**config.mk**
```make
export PLATFORM = sky130hd
export DESIGN_NAME = bus_area_config
export DESIGN_NICKNAME = d
export VERILOG_FILES = /design/src/bus_area_config_pkg.sv /design/src/bus_area_config.sv /design/src/idle_gap_timer.sv
export SDC_FILE = /design/constraint.sdc
export NUM_CORES = 1
export LEC_CHECK = 0
export BUFFER_PORTS_ARGS = -buffer_cell sky130_fd_sc_hd__buf_2
export CAP_MARGIN = 15
export CORE_UTILIZATION = 52
export DETAILED_ROUTE_END_ITERATION = 10
export GPL_TIMING_DRIVEN = 0
export MAX_ROUTING_LAYER = met4
export PLACE_DENSITY = 0.81
export REMOVE_ABC_BUFFERS = 1
export SKIP_CTS_REPAIR_TIMING = 1
export SYNTH_ARGS = -nofsm -noshare
export SYNTH_HDL_FRONTEND = slang
export SYNTH_SLANG_ARGS = --single-unit
```
**constraint.sdc**
```tcl
create_clock -name clock -period 4.4 [get_ports clock]
set_clock_uncertainty 0.15 [all_clocks]
set_input_delay 0.44 -clock clock [delete_from_list [all_inputs] [get_ports clock]]
set_output_delay 0.44 -clock clock [all_outputs]
set_load 0.01 [all_outputs]
```
**src/bus_area_config_pkg.sv**
```systemverilog
/*
  Constants, field positions and decoders for the bus area configuration
  registers. Assumes a 32-bit APB slave holding 16-bit registers.
*/
package bus_area_config_pkg;

  // ----------------------------------------------------------------
  // Register map
  // ----------------------------------------------------------------
  localparam logic [7:0]  OFS_BUS_AREA_CONTROL   = 8'h00;
  localparam logic [7:0]  OFS_BUS_WIDTH_SELECT   = 8'h04;
  localparam logic [7:0]  OFS_IDLE_CYCLE_CONTROL = 8'h08;

  localparam logic [15:0] RST_BUS_AREA_CONTROL   = 16'h0000;
  localparam logic [15:0] RST_BUS_WIDTH_SELECT   = 16'h3FFC;
  localparam logic [15:0] RST_IDLE_CYCLE_CONTROL = 16'h3FFF;

  // Writable bits; the rest read zero, except the byte-order bit, which reads the strap
  localparam logic [15:0] MASK_BUS_AREA_CONTROL   = 16'h37FF;
  localparam logic [15:0] MASK_BUS_WIDTH_SELECT   = 16'h3FFD;
  localparam logic [15:0] MASK_IDLE_CYCLE_CONTROL = 16'hBFFF;

  // ----------------------------------------------------------------
  // Field positions
  // ----------------------------------------------------------------
  localparam int BIT_MEM_FLOAT    = 13;
  localparam int BIT_DRAM_FLOAT   = 12;
  localparam int BIT_BYTE_ORDER   = 11;
  localparam int POS_AREA0_BURST  = 9;
  localparam int POS_AREA5_BURST  = 7;
  localparam int POS_AREA6_BURST  = 5;
  localparam int POS_AREA23_TYPE  = 2;
  localparam int BIT_AREA5_CARD   = 1;
  localparam int BIT_AREA6_CARD   = 0;
  localparam int BIT_PORT_EN      = 0;
  localparam int POS_AREA1_WIDTH  = 2;
  localparam int BIT_WAIT_EDGE    = 15;
  localparam int NUM_AREAS        = 7;

  // ----------------------------------------------------------------
  // Encodings
  // ----------------------------------------------------------------
  localparam logic [1:0] WIDTH_RSVD = 2'h0;
  localparam logic [1:0] WIDTH_8    = 2'h1;
  localparam logic [1:0] WIDTH_16   = 2'h2;
  localparam logic [1:0] WIDTH_32   = 2'h3;

  localparam logic [2:0] TYPE_NORMAL      = 3'h0;
  localparam logic [2:0] TYPE_A3_PSRAM    = 3'h1;
  localparam logic [2:0] TYPE_A3_SDRAM    = 3'h2;
  localparam logic [2:0] TYPE_BOTH_SDRAM  = 3'h3;
  localparam logic [2:0] TYPE_A3_DRAM     = 3'h4;
  localparam logic [2:0] TYPE_BOTH_DRAM   = 3'h5;

  localparam logic [4:0] BURST_NONE = 5'h00;
  localparam logic [4:0] BURST_4    = 5'h04;
  localparam logic [4:0] BURST_8    = 5'h08;
  localparam logic [4:0] BURST_16   = 5'h10;

  // Burst length from a two-bit burst field
  function automatic logic [4:0] burst_len(input logic [1:0] code);
    case (code)
      2'h1:    burst_len = BURST_4;
      2'h2:    burst_len = BURST_8;
      2'h3:    burst_len = BURST_16;
      default: burst_len = BURST_NONE;
    endcase
  endfunction

  // Burst setting that the area width cannot carry
  function automatic logic burst_bad(input logic [1:0] code, input logic [1:0] width);
    case (code)
      2'h1:    burst_bad = (width == WIDTH_RSVD);
      2'h2:    burst_bad = (width != WIDTH_8) && (width != WIDTH_16);
      2'h3:    burst_bad = (width != WIDTH_8);
      default: burst_bad = 1'b0;
    endcase
  endfunction

  // Idle cycles from a two-bit idle field
  function automatic logic [1:0] idle_cycles(input logic [1:0] code);
    case (code)
      2'h2:    idle_cycles = 2'h2;
      2'h3:    idle_cycles = 2'h3;
      default: idle_cycles = 2'h1;
    endcase
  endfunction

endpackage

```
**src/bus_area_config.sv**
```systemverilog
/*
  APB register bank for the external bus area configuration: memory types,
  burst, card space, widths, idle cycles, pin float control, wait sampling.
  Assumes rst is the power-on reset; manual reset and standby are inputs
  that never clear the registers. One clock; bus clock is derived by a
  divide-by-two enable.
*/
// Register access over APB and the address map were chosen for this implementation.
// Overview of operation
// RULE1 - Memory pins float in standby unless driven
// RULE2 - Float covers address, strobes, selects, mode pins
// RULE3 - Row/column strobes float in standby/bus release
// RULE4 - Byte-order flag captures strap at power-on
// RULE5 - Flag zero big-endian, one little-endian
// RULE6 - Area 0 burst field selects burst length
// RULE7 - Area 5 burst field selects burst length
// RULE8 - Area 6 burst field selects burst length
// RULE9 - Area 2/3 memory type decode, two reserved
// RULE10 - Both DRAM: strap pin becomes second row strobe
// RULE11 - Area 5 card space drives card enable A
// RULE12 - Area 6 card space drives card enable B
// RULE13 - Area control clears only on power-on reset
// RULE14 - Width register loads 3FFC on power-on only
// RULE15 - Software configures widths before other areas
// RULE16 - Width field decode, reserved codes
// RULE17 - Port enable frees upper data byte
// RULE18 - Reserved width bits read zero
// RULE19 - Idle states between differing accesses
// RULE20 - Idle field gives one, two or three
// RULE21 - Idle register loads 3FFF on power-on only
// RULE22 - Wait select zero samples on rising edge
// RULE23 - Wait select one samples on falling edge
// RULE24 - Read-only and reserved bits ignore writes
`timescale 1ns/1ps
module bus_area_config (
  input  wire logic        clock,
  input  wire logic        rst,
  input  wire logic        psel,
  input  wire logic        penable,
  input  wire logic        pwrite,
  input  wire logic [7:0]  paddr,
  input  wire logic [31:0] pwdata,
  output logic [31:0]      prdata,
  output logic             pready,
  output logic             pslverr,
  input  wire logic        manualReset,
  input  wire logic        standby,
  input  wire logic        busReleased,
  input  wire logic        byteOrderStrapPin,
  input  wire logic        waitIn,
  input  wire logic        accessReq,
  input  wire logic [2:0]  accessArea,
  input  wire logic        accessWrite,
  output logic             accessGrant,
  output logic             busClockOut,
  output logic             waitSampled,
  output logic             memPinsOe,
  output logic             dramStrobeOe,
  output logic             bigEndian,
  output logic             strapIsSecondRowStrobe,
  output logic             thirdModePinIsCardEnableA,
  output logic             fourthModePinIsCardEnableB,
  output logic [4:0]       area0BurstLen,
  output logic [4:0]       area5BurstLen,
  output logic [4:0]       area6BurstLen,
  output logic [2:0]       area23MemType,
  output logic [11:0]      areaWidths,
  output logic             upperDataPortEn,
  output logic             configError
);

  // ----------------------------------------------------------------
  // State
  // ----------------------------------------------------------------
  typedef struct packed {
    logic [15:0] busAreaControl;
    logic [15:0] busWidthSelect;
    logic [15:0] idleCycleControl;
    logic        byteOrder;
    logic        strapTaken;
    logic [31:0] rdata;
    logic        ready;
    logic        err;
    logic        busClk;
    logic        waitSmp;
    logic        memOe;
    logic        dramOe;
    logic        bigEnd;
    logic        secondRas;
    logic        ceA;
    logic        ceB;
    logic [4:0]  burst0;
    logic [4:0]  burst5;
    logic [4:0]  burst6;
    logic [2:0]  memType;
    logic [11:0] widths;
    logic        upper_data_port_en;
    logic        cfgErr;
  } bank_t;

  bank_t cur;
  bank_t next_cur;

  logic        setup;
  logic        wrEn;
  logic [15:0] ctrlView;
  logic        risingEn;
  logic        fallingEn;
  logic        badCfg;
  logic [1:0]  w;

  // ----------------------------------------------------------------
  // Next state
  // ----------------------------------------------------------------
  always_comb begin
    next_cur = cur;
    setup = psel && !penable;
    wrEn = psel && penable && cur.ready && pwrite;
    ctrlView = cur.busAreaControl;
    ctrlView[bus_area_config_pkg::BIT_BYTE_ORDER] = cur.byteOrder; // see RULE5

    // Strap caught once, first edge after power-on release
    if (!cur.strapTaken) begin
      next_cur.byteOrder = byteOrderStrapPin; // see RULE4
      next_cur.strapTaken = 1'b1;
    end

    // Register writes; manual reset and standby never clear, see RULE13
    if (wrEn) begin
      case (paddr)
        bus_area_config_pkg::OFS_BUS_AREA_CONTROL:
          next_cur.busAreaControl = pwdata[15:0]
            & bus_area_config_pkg::MASK_BUS_AREA_CONTROL; // see RULE24
        bus_area_config_pkg::OFS_BUS_WIDTH_SELECT:
          next_cur.busWidthSelect = pwdata[15:0]
            & bus_area_config_pkg::MASK_BUS_WIDTH_SELECT; // see RULE18
        bus_area_config_pkg::OFS_IDLE_CYCLE_CONTROL:
          next_cur.idleCycleControl = pwdata[15:0]
            & bus_area_config_pkg::MASK_IDLE_CYCLE_CONTROL; // see RULE24
        default: next_cur.err = cur.err;
      endcase
    end

    // APB answer: ready in the access phase after setup
    next_cur.ready = setup;
    next_cur.err = 1'b0;
    next_cur.rdata = 32'h0000_0000;
    if (setup) begin
      case (paddr)
        bus_area_config_pkg::OFS_BUS_AREA_CONTROL:
          next_cur.rdata = {16'h0000, ctrlView};
        bus_area_config_pkg::OFS_BUS_WIDTH_SELECT:
          next_cur.rdata = {16'h0000, cur.busWidthSelect}; // see RULE18
        bus_area_config_pkg::OFS_IDLE_CYCLE_CONTROL:
          next_cur.rdata = {16'h0000, cur.idleCycleControl};
        default: next_cur.err = 1'b1;
      endcase
    end

    // Bus clock divider and wait sampling edge
    next_cur.busClk = !cur.busClk;
    risingEn = !cur.busClk;
    fallingEn = cur.busClk;
    if (cur.idleCycleControl[bus_area_config_pkg::BIT_WAIT_EDGE]) begin
      if (fallingEn) begin
        next_cur.waitSmp = waitIn; // see RULE23
      end
    end else begin
      if (risingEn) begin
        next_cur.waitSmp = waitIn; // see RULE22
      end
    end

    // Pin float control
    next_cur.memOe = !standby
      || cur.busAreaControl[bus_area_config_pkg::BIT_MEM_FLOAT]; // see RULE1 RULE2
    next_cur.dramOe = !(standby || busReleased)
      || cur.busAreaControl[bus_area_config_pkg::BIT_DRAM_FLOAT]; // see RULE3

    // Decoded configuration
    next_cur.bigEnd = !cur.byteOrder; // see RULE5
    next_cur.memType = cur.busAreaControl[bus_area_config_pkg::POS_AREA23_TYPE +: 3]; // see RULE9
    next_cur.secondRas = (next_cur.memType == bus_area_config_pkg::TYPE_BOTH_DRAM); // see RULE10
    next_cur.ceA = cur.busAreaControl[bus_area_config_pkg::BIT_AREA5_CARD]; // see RULE11
    next_cur.ceB = cur.busAreaControl[bus_area_config_pkg::BIT_AREA6_CARD]; // see RULE12
    next_cur.burst0 = bus_area_config_pkg::burst_len(
      cur.busAreaControl[bus_area_config_pkg::POS_AREA0_BURST +: 2]); // see RULE6
    next_cur.burst5 = bus_area_config_pkg::burst_len(
      cur.busAreaControl[bus_area_config_pkg::POS_AREA5_BURST +: 2]); // see RULE7
    next_cur.burst6 = bus_area_config_pkg::burst_len(
      cur.busAreaControl[bus_area_config_pkg::POS_AREA6_BURST +: 2]); // see RULE8
    next_cur.widths = cur.busWidthSelect[bus_area_config_pkg::POS_AREA1_WIDTH +: 12]; // see RULE16
    next_cur.upper_data_port_en = cur.busWidthSelect[bus_area_config_pkg::BIT_PORT_EN]; // see RULE17

    // Settings software must not make
    badCfg = (next_cur.memType > bus_area_config_pkg::TYPE_BOTH_DRAM); // see RULE9
    for (int a = 0; a < 6; a++) begin
      w = cur.busWidthSelect[bus_area_config_pkg::POS_AREA1_WIDTH + 2 * a +: 2];
      if (w == bus_area_config_pkg::WIDTH_RSVD) begin
        badCfg = 1'b1; // see RULE16
      end
      if (next_cur.upper_data_port_en && (w == bus_area_config_pkg::WIDTH_32)) begin
        badCfg = 1'b1; // see RULE17
      end
    end
    if (next_cur.secondRas
        && ((cur.busWidthSelect[5:4] != bus_area_config_pkg::WIDTH_16)
        || (cur.busWidthSelect[7:6] != bus_area_config_pkg::WIDTH_16))) begin
      badCfg = 1'b1; // see RULE10
    end
    if (bus_area_config_pkg::burst_bad(
          cur.busAreaControl[bus_area_config_pkg::POS_AREA5_BURST +: 2],
          cur.busWidthSelect[11:10])
        || bus_area_config_pkg::burst_bad(
          cur.busAreaControl[bus_area_config_pkg::POS_AREA6_BURST +: 2],
          cur.busWidthSelect[13:12])) begin
      badCfg = 1'b1; // see RULE7 RULE8
    end
    next_cur.cfgErr = badCfg;
  end

  // ----------------------------------------------------------------
  // Registers
  // ----------------------------------------------------------------
  always_ff @(posedge clock or posedge rst) begin
    if (rst) begin
      cur <= '0;
      cur.busAreaControl <= bus_area_config_pkg::RST_BUS_AREA_CONTROL; // see RULE13
      cur.busWidthSelect <= bus_area_config_pkg::RST_BUS_WIDTH_SELECT; // see RULE14
      cur.idleCycleControl <= bus_area_config_pkg::RST_IDLE_CYCLE_CONTROL; // see RULE21
      cur.widths <= 12'hFFF;
      cur.bigEnd <= 1'b1;
    end else begin
      cur <= next_cur;
    end
  end

  // ----------------------------------------------------------------
  // Idle spacing between accesses
  // ----------------------------------------------------------------
  idle_gap_timer u_gap (
    .clock       (clock),
    .rst         (rst),
    .idleFields  (cur.idleCycleControl[13:0]),
    .accessReq   (accessReq),
    .accessArea  (accessArea),
    .accessWrite (accessWrite),
    .accessGrant (accessGrant)
  );

  // ----------------------------------------------------------------
  // Outputs
  // ----------------------------------------------------------------
  assign prdata                     = cur.rdata;
  assign pready                     = cur.ready;
  assign pslverr                    = cur.err;
  assign busClockOut                = cur.busClk;
  assign waitSampled                = cur.waitSmp;
  assign memPinsOe                  = cur.memOe;
  assign dramStrobeOe               = cur.dramOe;
  assign bigEndian                  = cur.bigEnd;
  assign strapIsSecondRowStrobe     = cur.secondRas;
  assign thirdModePinIsCardEnableA  = cur.ceA;
  assign fourthModePinIsCardEnableB = cur.ceB;
  assign area0BurstLen              = cur.burst0;
  assign area5BurstLen              = cur.burst5;
  assign area6BurstLen              = cur.burst6;
  assign area23MemType              = cur.memType;
  assign areaWidths                 = cur.widths;
  assign upperDataPortEn            = cur.upper_data_port_en;
  assign configError                = cur.cfgErr;

endmodule

```
**src/idle_gap_timer.sv**
```systemverilog
/*
  Spaces external accesses by the programmed idle cycles.
  Assumes a requester that holds its request until the grant pulse.
*/
`timescale 1ns/1ps
module idle_gap_timer (
  input  wire logic        clock,
  input  wire logic        rst,
  input  wire logic [13:0] idleFields,
  input  wire logic        accessReq,
  input  wire logic [2:0]  accessArea,
  input  wire logic        accessWrite,
  output logic             accessGrant
);

  typedef enum logic [0:0] {GAP_IDLE, GAP_WAIT} gap_state_t;

  typedef struct packed {
    gap_state_t state;
    logic [1:0] count;
    logic [2:0] lastArea;
    logic       lastRead;
    logic       seen;
    logic       grant;
  } gap_t;

  gap_t cur;
  gap_t next_cur;
  logic needGap;
  logic [1:0] gapLen;

  always_comb begin
    next_cur = cur;
    next_cur.grant = 1'b0;
    // Gap on change of area, or read followed by write
    needGap = cur.seen && ((accessArea != cur.lastArea) || (cur.lastRead && accessWrite)); // see RULE19
    gapLen = bus_area_config_pkg::idle_cycles(idleFields[2 * cur.lastArea +: 2]); // see RULE20
    case (cur.state)
      GAP_IDLE: begin
        if (accessReq && !cur.grant) begin
          if (needGap) begin
            next_cur.state = GAP_WAIT;
            next_cur.count = gapLen;
          end else begin
            next_cur.grant = 1'b1;
            next_cur.lastArea = accessArea;
            next_cur.lastRead = !accessWrite;
            next_cur.seen = 1'b1;
          end
        end
      end
      GAP_WAIT: begin
        if (cur.count > 2'h1) begin
          next_cur.count = cur.count - 2'h1;
        end else begin
          next_cur.state = GAP_IDLE;
          next_cur.count = 2'h0;
          next_cur.grant = 1'b1;
          next_cur.lastArea = accessArea;
          next_cur.lastRead = !accessWrite;
          next_cur.seen = 1'b1;
        end
      end
      default: next_cur.state = GAP_IDLE;
    endcase
  end

  always_ff @(posedge clock or posedge rst) begin
    if (rst) begin
      cur <= '{state: GAP_IDLE, count: 2'h0, lastArea: 3'h0, lastRead: 1'b0,
               seen: 1'b0, grant: 1'b0};
    end else begin
      cur <= next_cur;
    end
  end

  assign accessGrant = cur.grant;

endmodule

```
After elaboration in Yosys (flattened, before gate mapping)
Index checks and enable logic that the tools add are counted.
{"block": "op_classes", "n_addsub": 1, "magnitude_cmp": 2, "mux": 34, "n_bitwise": 1, "n_eq_ne": 33, "shift": 1, "n_reduce_logical": 43, "div": 0, "multipliers": 0}
{"cell": "$pmux 16 s3", "count": 1}
{"cell": "$pmux 5 s3", "count": 3}
{"cell": "$eq 2x2->1 const B", "count": 14}
{"cell": "$mux 1", "count": 20}
{"cell": "$pmux 9 s2", "count": 1}
{"cell": "$logic_and 1x1->1", "count": 16}
{"cell": "$mux 16", "count": 1}
{"cell": "$ne 2x2->1 const B", "count": 7}
{"cell": "$shiftx 14x5->2", "count": 1}
{"cell": "$logic_not 2->1", "count": 6}
{"cell": "$mux 6", "count": 2}
{"cell": "$ne 2x1->1 const B", "count": 5}
{"cell": "$reduce_and 2->1", "count": 5}
{"cell": "$mux 9", "count": 1}
{"cell": "$eq 8x3->1 const B", "count": 1}
{"cell": "$eq 8x4->1 const B", "count": 1}
{"cell": "$logic_not 8->1", "count": 1}
{"cell": "$logic_not 1->1", "count": 7}
{"cell": "$eq 2x1->1 const B", "count": 3}
{"cell": "$logic_or 1x1->1", "count": 6}
{"cell": "$pmux 1 s3", "count": 2}
{"cell": "$pmux 2 s2", "count": 1}
{"cell": "$eq 3x3->1 const B", "count": 1}
{"cell": "$gt 3x3->1 const B", "count": 1}
{"cell": "other kinds (8)", "count": 8}
{"block": "word_totals", "ramBits": 0, "reg_bits": 126, "output_inout_bits": 75, "wordCells": 144, "mem_bits_ro": 0, "n_memories": 0, "latch_bits": 0}

Longest topological paths before layout
{"block": "logic_depth", "word_depth": 15, "ltp_mapped": 8}

Cells and area by module
A second synthesis with hierarchy kept.
{"block": "hier_totals", "cells_unflattened": 379, "hier_area_um2": 4738.3}
{"module": "bus_area_config", "cells_each": 325, "area_each_um2": 4154.0, "n_inst": 1, "seq_area_each_um2": 2401.1}
{"module": "idle_gap_timer", "cells_each": 54, "area_each_um2": 584.3, "n_inst": 1, "seq_area_each_um2": 225.2}

Least setup slack after synthesis
OpenSTA, ideal clock, no wires.
{"block": "synth_path", "kind": "input to register", "start": "in paddr[5]", "end": "reg cur (netlist bit ctrlView[0])", "setup_slack_ps": 1793, "arrival_ps": 2332, "t_required_ps": 4125, "cell_stages": 5, "setup_time_ps": 125, "cell_sequence": "or4_4 -> or4_4 -> nor3_1 -> buf_4 -> mux2_2"}
{"block": "synth_via", "elab_chain_len": 2}
{"element": "start: declaration", "line": "bus_area_config.sv:41", "source": "input wire logic [7:0] paddr,"}
{"element": "$logic_not 8->1", "line": "bus_area_config.sv:130", "source": "case (paddr)"}
{"element": "$reduce_and 2->1 (no source line)"}
{"element": "end signal: assignment", "line": "bus_area_config.sv:234", "source": "cur <= next_cur;"}
{"element": "end: declaration", "line": "bus_area_config.sv:101", "source": "bank_t cur;"}
Every way passes these cells.
A chain may end at the register's enable or synchronous reset.

==> reports/metrics.cfg <==
[placement]
routabilityCongestion=0.8089
place_inst=500
place_hpwl_um=6067
dp_slack_ns=1.374
io_buffers=88
dpl-instance-area_um2=4765

[power_and_ir_drop]
peakVddDrop_uv=257.4
power_density_nw_per_um2=384.2
swShare_pct=25.00
pwr-share-seq_pct=55.1
p_leak_nw=2.480
p_int_mw=1.440
p_sw_mw=0.4800
comb_power_share_pct=11.0
clkPwrFrac_pct=34.0
power_mw=1.920

[route]
drtIter0Drc=195
wl_um=8810
drcViolationCount=0
vias=2758
routedWlPerCell_um=17.04
via_per_inst=5.335
drt_pass1_iterations=4
ant_nets=0

[worst_hold_path]
hold-path-endpoint=memPinsOe
min_path_cells=2
hp-class=in -> reg
hp-start=standby

[yosys]
synth-seq-cells=103
yosysUniqueCellTypes=45
syn_inst=356
yosysTopAreaCellShare_pct=34.85
ys_warn_count=0
synthTopCellsByCount=buf_4, dfrtp_1, dfstp_2
synth_edf_count=0
avgSynthCellArea_um2=12.91
ys_seq_area_share_pct=57.15
yosysTopAreaCell=dfrtp_1
ys.flop_type=dfrtp_1
synth_area_leaders=dfrtp_1, dfstp_2, buf_4
syn_area_um2=4596
async_flop_share_pct=100.0

[cells_and_area]
fillers=680
multiInputGateArea_um2=1473
finalInstanceArea_um2=4997
area_growth_syn_to_layout_pct=8.739
ff_latch_area_um2=2626
drive_above_1_share_pct=47.33
antenna_cells=0
fin_cells=517
fin_nets=468

[timing]
final_hold_viol_count=0
max_slew_margin_pct=22.71
clock.fmax_ghz=0.3721
setup_viol=0
slew_violations=0
period_needed_ns=2.687
grt_setup_unrepaired=false
worst_slack_ns=1.713
setup_tns_ns=0
tightestPinTransition_ns=1.155
fin_crit_sh_pct=61.07

[setup_path]
ff2ff_path_depth=4
crit_type=in -> reg
r2r_start=pready
crit_arrival_ns=2.81
cp_max_fo=14
r2r_slack_ns=2.40
cp-start-kind=input port
critPathCaptureType=flop
crit_required_ns=4.53
reg2reg_to=ctrlView[6]

[grt]
grt_start_max_net_pins=66
overflow=0
grt_antenna_before_repair=0
grt_pass1_vias=2754
grt_pass1_wl_um=14010
grtUsageTotal_pct=21.49

[clocking]
clk_latency_ns=0.37
cts-buffers-inserted=9
clk_pin_slew_ns=0.09
cts_tree=yes
h-tree-depth=3
cts_sinks=103
clk_root_buffer_cell=clkbuf_8
cts_buffer_depth=2

[die]
die_x_um=96.01
start_util_pct=54.83
fp.dieH_um=96.01
io_pins=130
fp.dieArea_um2=9218
core-area_um2=8382
rows=33

[flow_run]
drv_cap=0

[status]
status=finished clean

[cell type report]
class / count / share of cell area (%)
Clock buffer: 11 / 2.829
Clock inverter: 5 / 1.627
Inverter: 11 / 0.8763
Multi-Input combinational cell: 190 / 29.47
Sequential cell: 103 / 52.55
Tap cell: 105 / 2.629
Timing Repair Buffer: 92 / 10.02
[state kept, by name, summed over array words and instances (netlist names), 3 cells and up]
| register | flops |
|---|---|
| prdata | 15 |
| area0BurstLen | 3 |
| cur | 29 |
| area5BurstLen | 3 |
| areaWidths | 12 |
| ctrlView | 14 |
| area23MemType | 3 |
| u_gap.cur | 8 |
| area6BurstLen | 3 |
[layer usage]
metal / vias to the layer above / share of wire, % / GRT usage (%)
met5: - / 0 / -
met4: 0 / 1.7 / 8.706
met3: 13 / 6.5 / 5.608
met2: 105 / 50 / 34.52
met1: 1393 / 42 / 25.85
li1: 1247 / - / -
[cells by family (layout without fill, tap and decap cells)]
group                    after synthesis  count (layout)  synth area share (%)
AO/OA/AOI/OAI                         38              38                 6.316
XOR/XNOR                               4               4                0.7622
adder cells (fa/ha/maj)                6               6                 1.633
buffers and inverters                 85             119                 12.71
flip-flops                           103             103                 57.15
multiplexers                          53              53                 13.59
other                                  2              24                0.1634
AND/OR/NAND/NOR                       65              65                 7.678
[cells in the final DEF (no fill, tap or decap), types with 3 or more instances in the layout]
| master | instances |
|---|---|
| nor2_1 | 19 |
| mux2i_1 | 8 |
| buf_2 | 88 |
| inv_1 | 10 |
| ha_1 | 6 |
| nand2_1 | 11 |
| mux2_2 | 35 |
| mux2_4 | 10 |
| dfstp_2 | 39 |
| and2_1 | 4 |
| a222oi_1 | 13 |
| xnor2_1 | 4 |
| nor2b_1 | 10 |
| conb_1 | 24 |
| clkbuf_8 | 10 |
| o21ai_0 | 9 |
| nand3b_1 | 3 |
| dfrtp_1 | 64 |
| a21oi_1 | 3 |
[power groups by stage]
stage,Combinational (mW),Sequential (mW),Clock [mW]
4_1_cts,0.213,1.06,0.665
6_report,0.210,1.06,0.652
5_1_grt,0.233,1.06,0.704
3_3_place_gp,0.198,1.07,0
3_5_place_dp,0.210,1.07,0
2_1_floorplan,0.147,1.06,0
[through the flow]
stage	hold slack (ns)	utilization [%]
after global placement	0.2349	56.16
after floorplan	0.2188	-
final	0.09471	59.62
after detailed placement	0.2329	56.84
after global routing	0.07256	59.62
after CTS	-0.05324	59.50
[worst max-delay path: stages]
cell and delay [ns]:
buf_2 0.09, or4_4 0.56, or4_4 0.47, nor2_1 0.89
a222oi_1 0.16, nor2_1 0.19
[worst max-delay path by stage]
stage	from	end	slack [ns]	cells past startpoint
after floorplan	rst	area0BurstLen[2]	1.17	1
after global placement	rst	u_gap.cur[2]	0.22	2
after detailed placement	paddr[5]	prdata[12]	1.37	6
after CTS	paddr[5]	prdata[12]	1.74	6
after global routing	paddr[5]	prdata[12]	1.66	6
final	paddr[5]	prdata[12]	1.71	6
(Power assumes the default switching activity.)
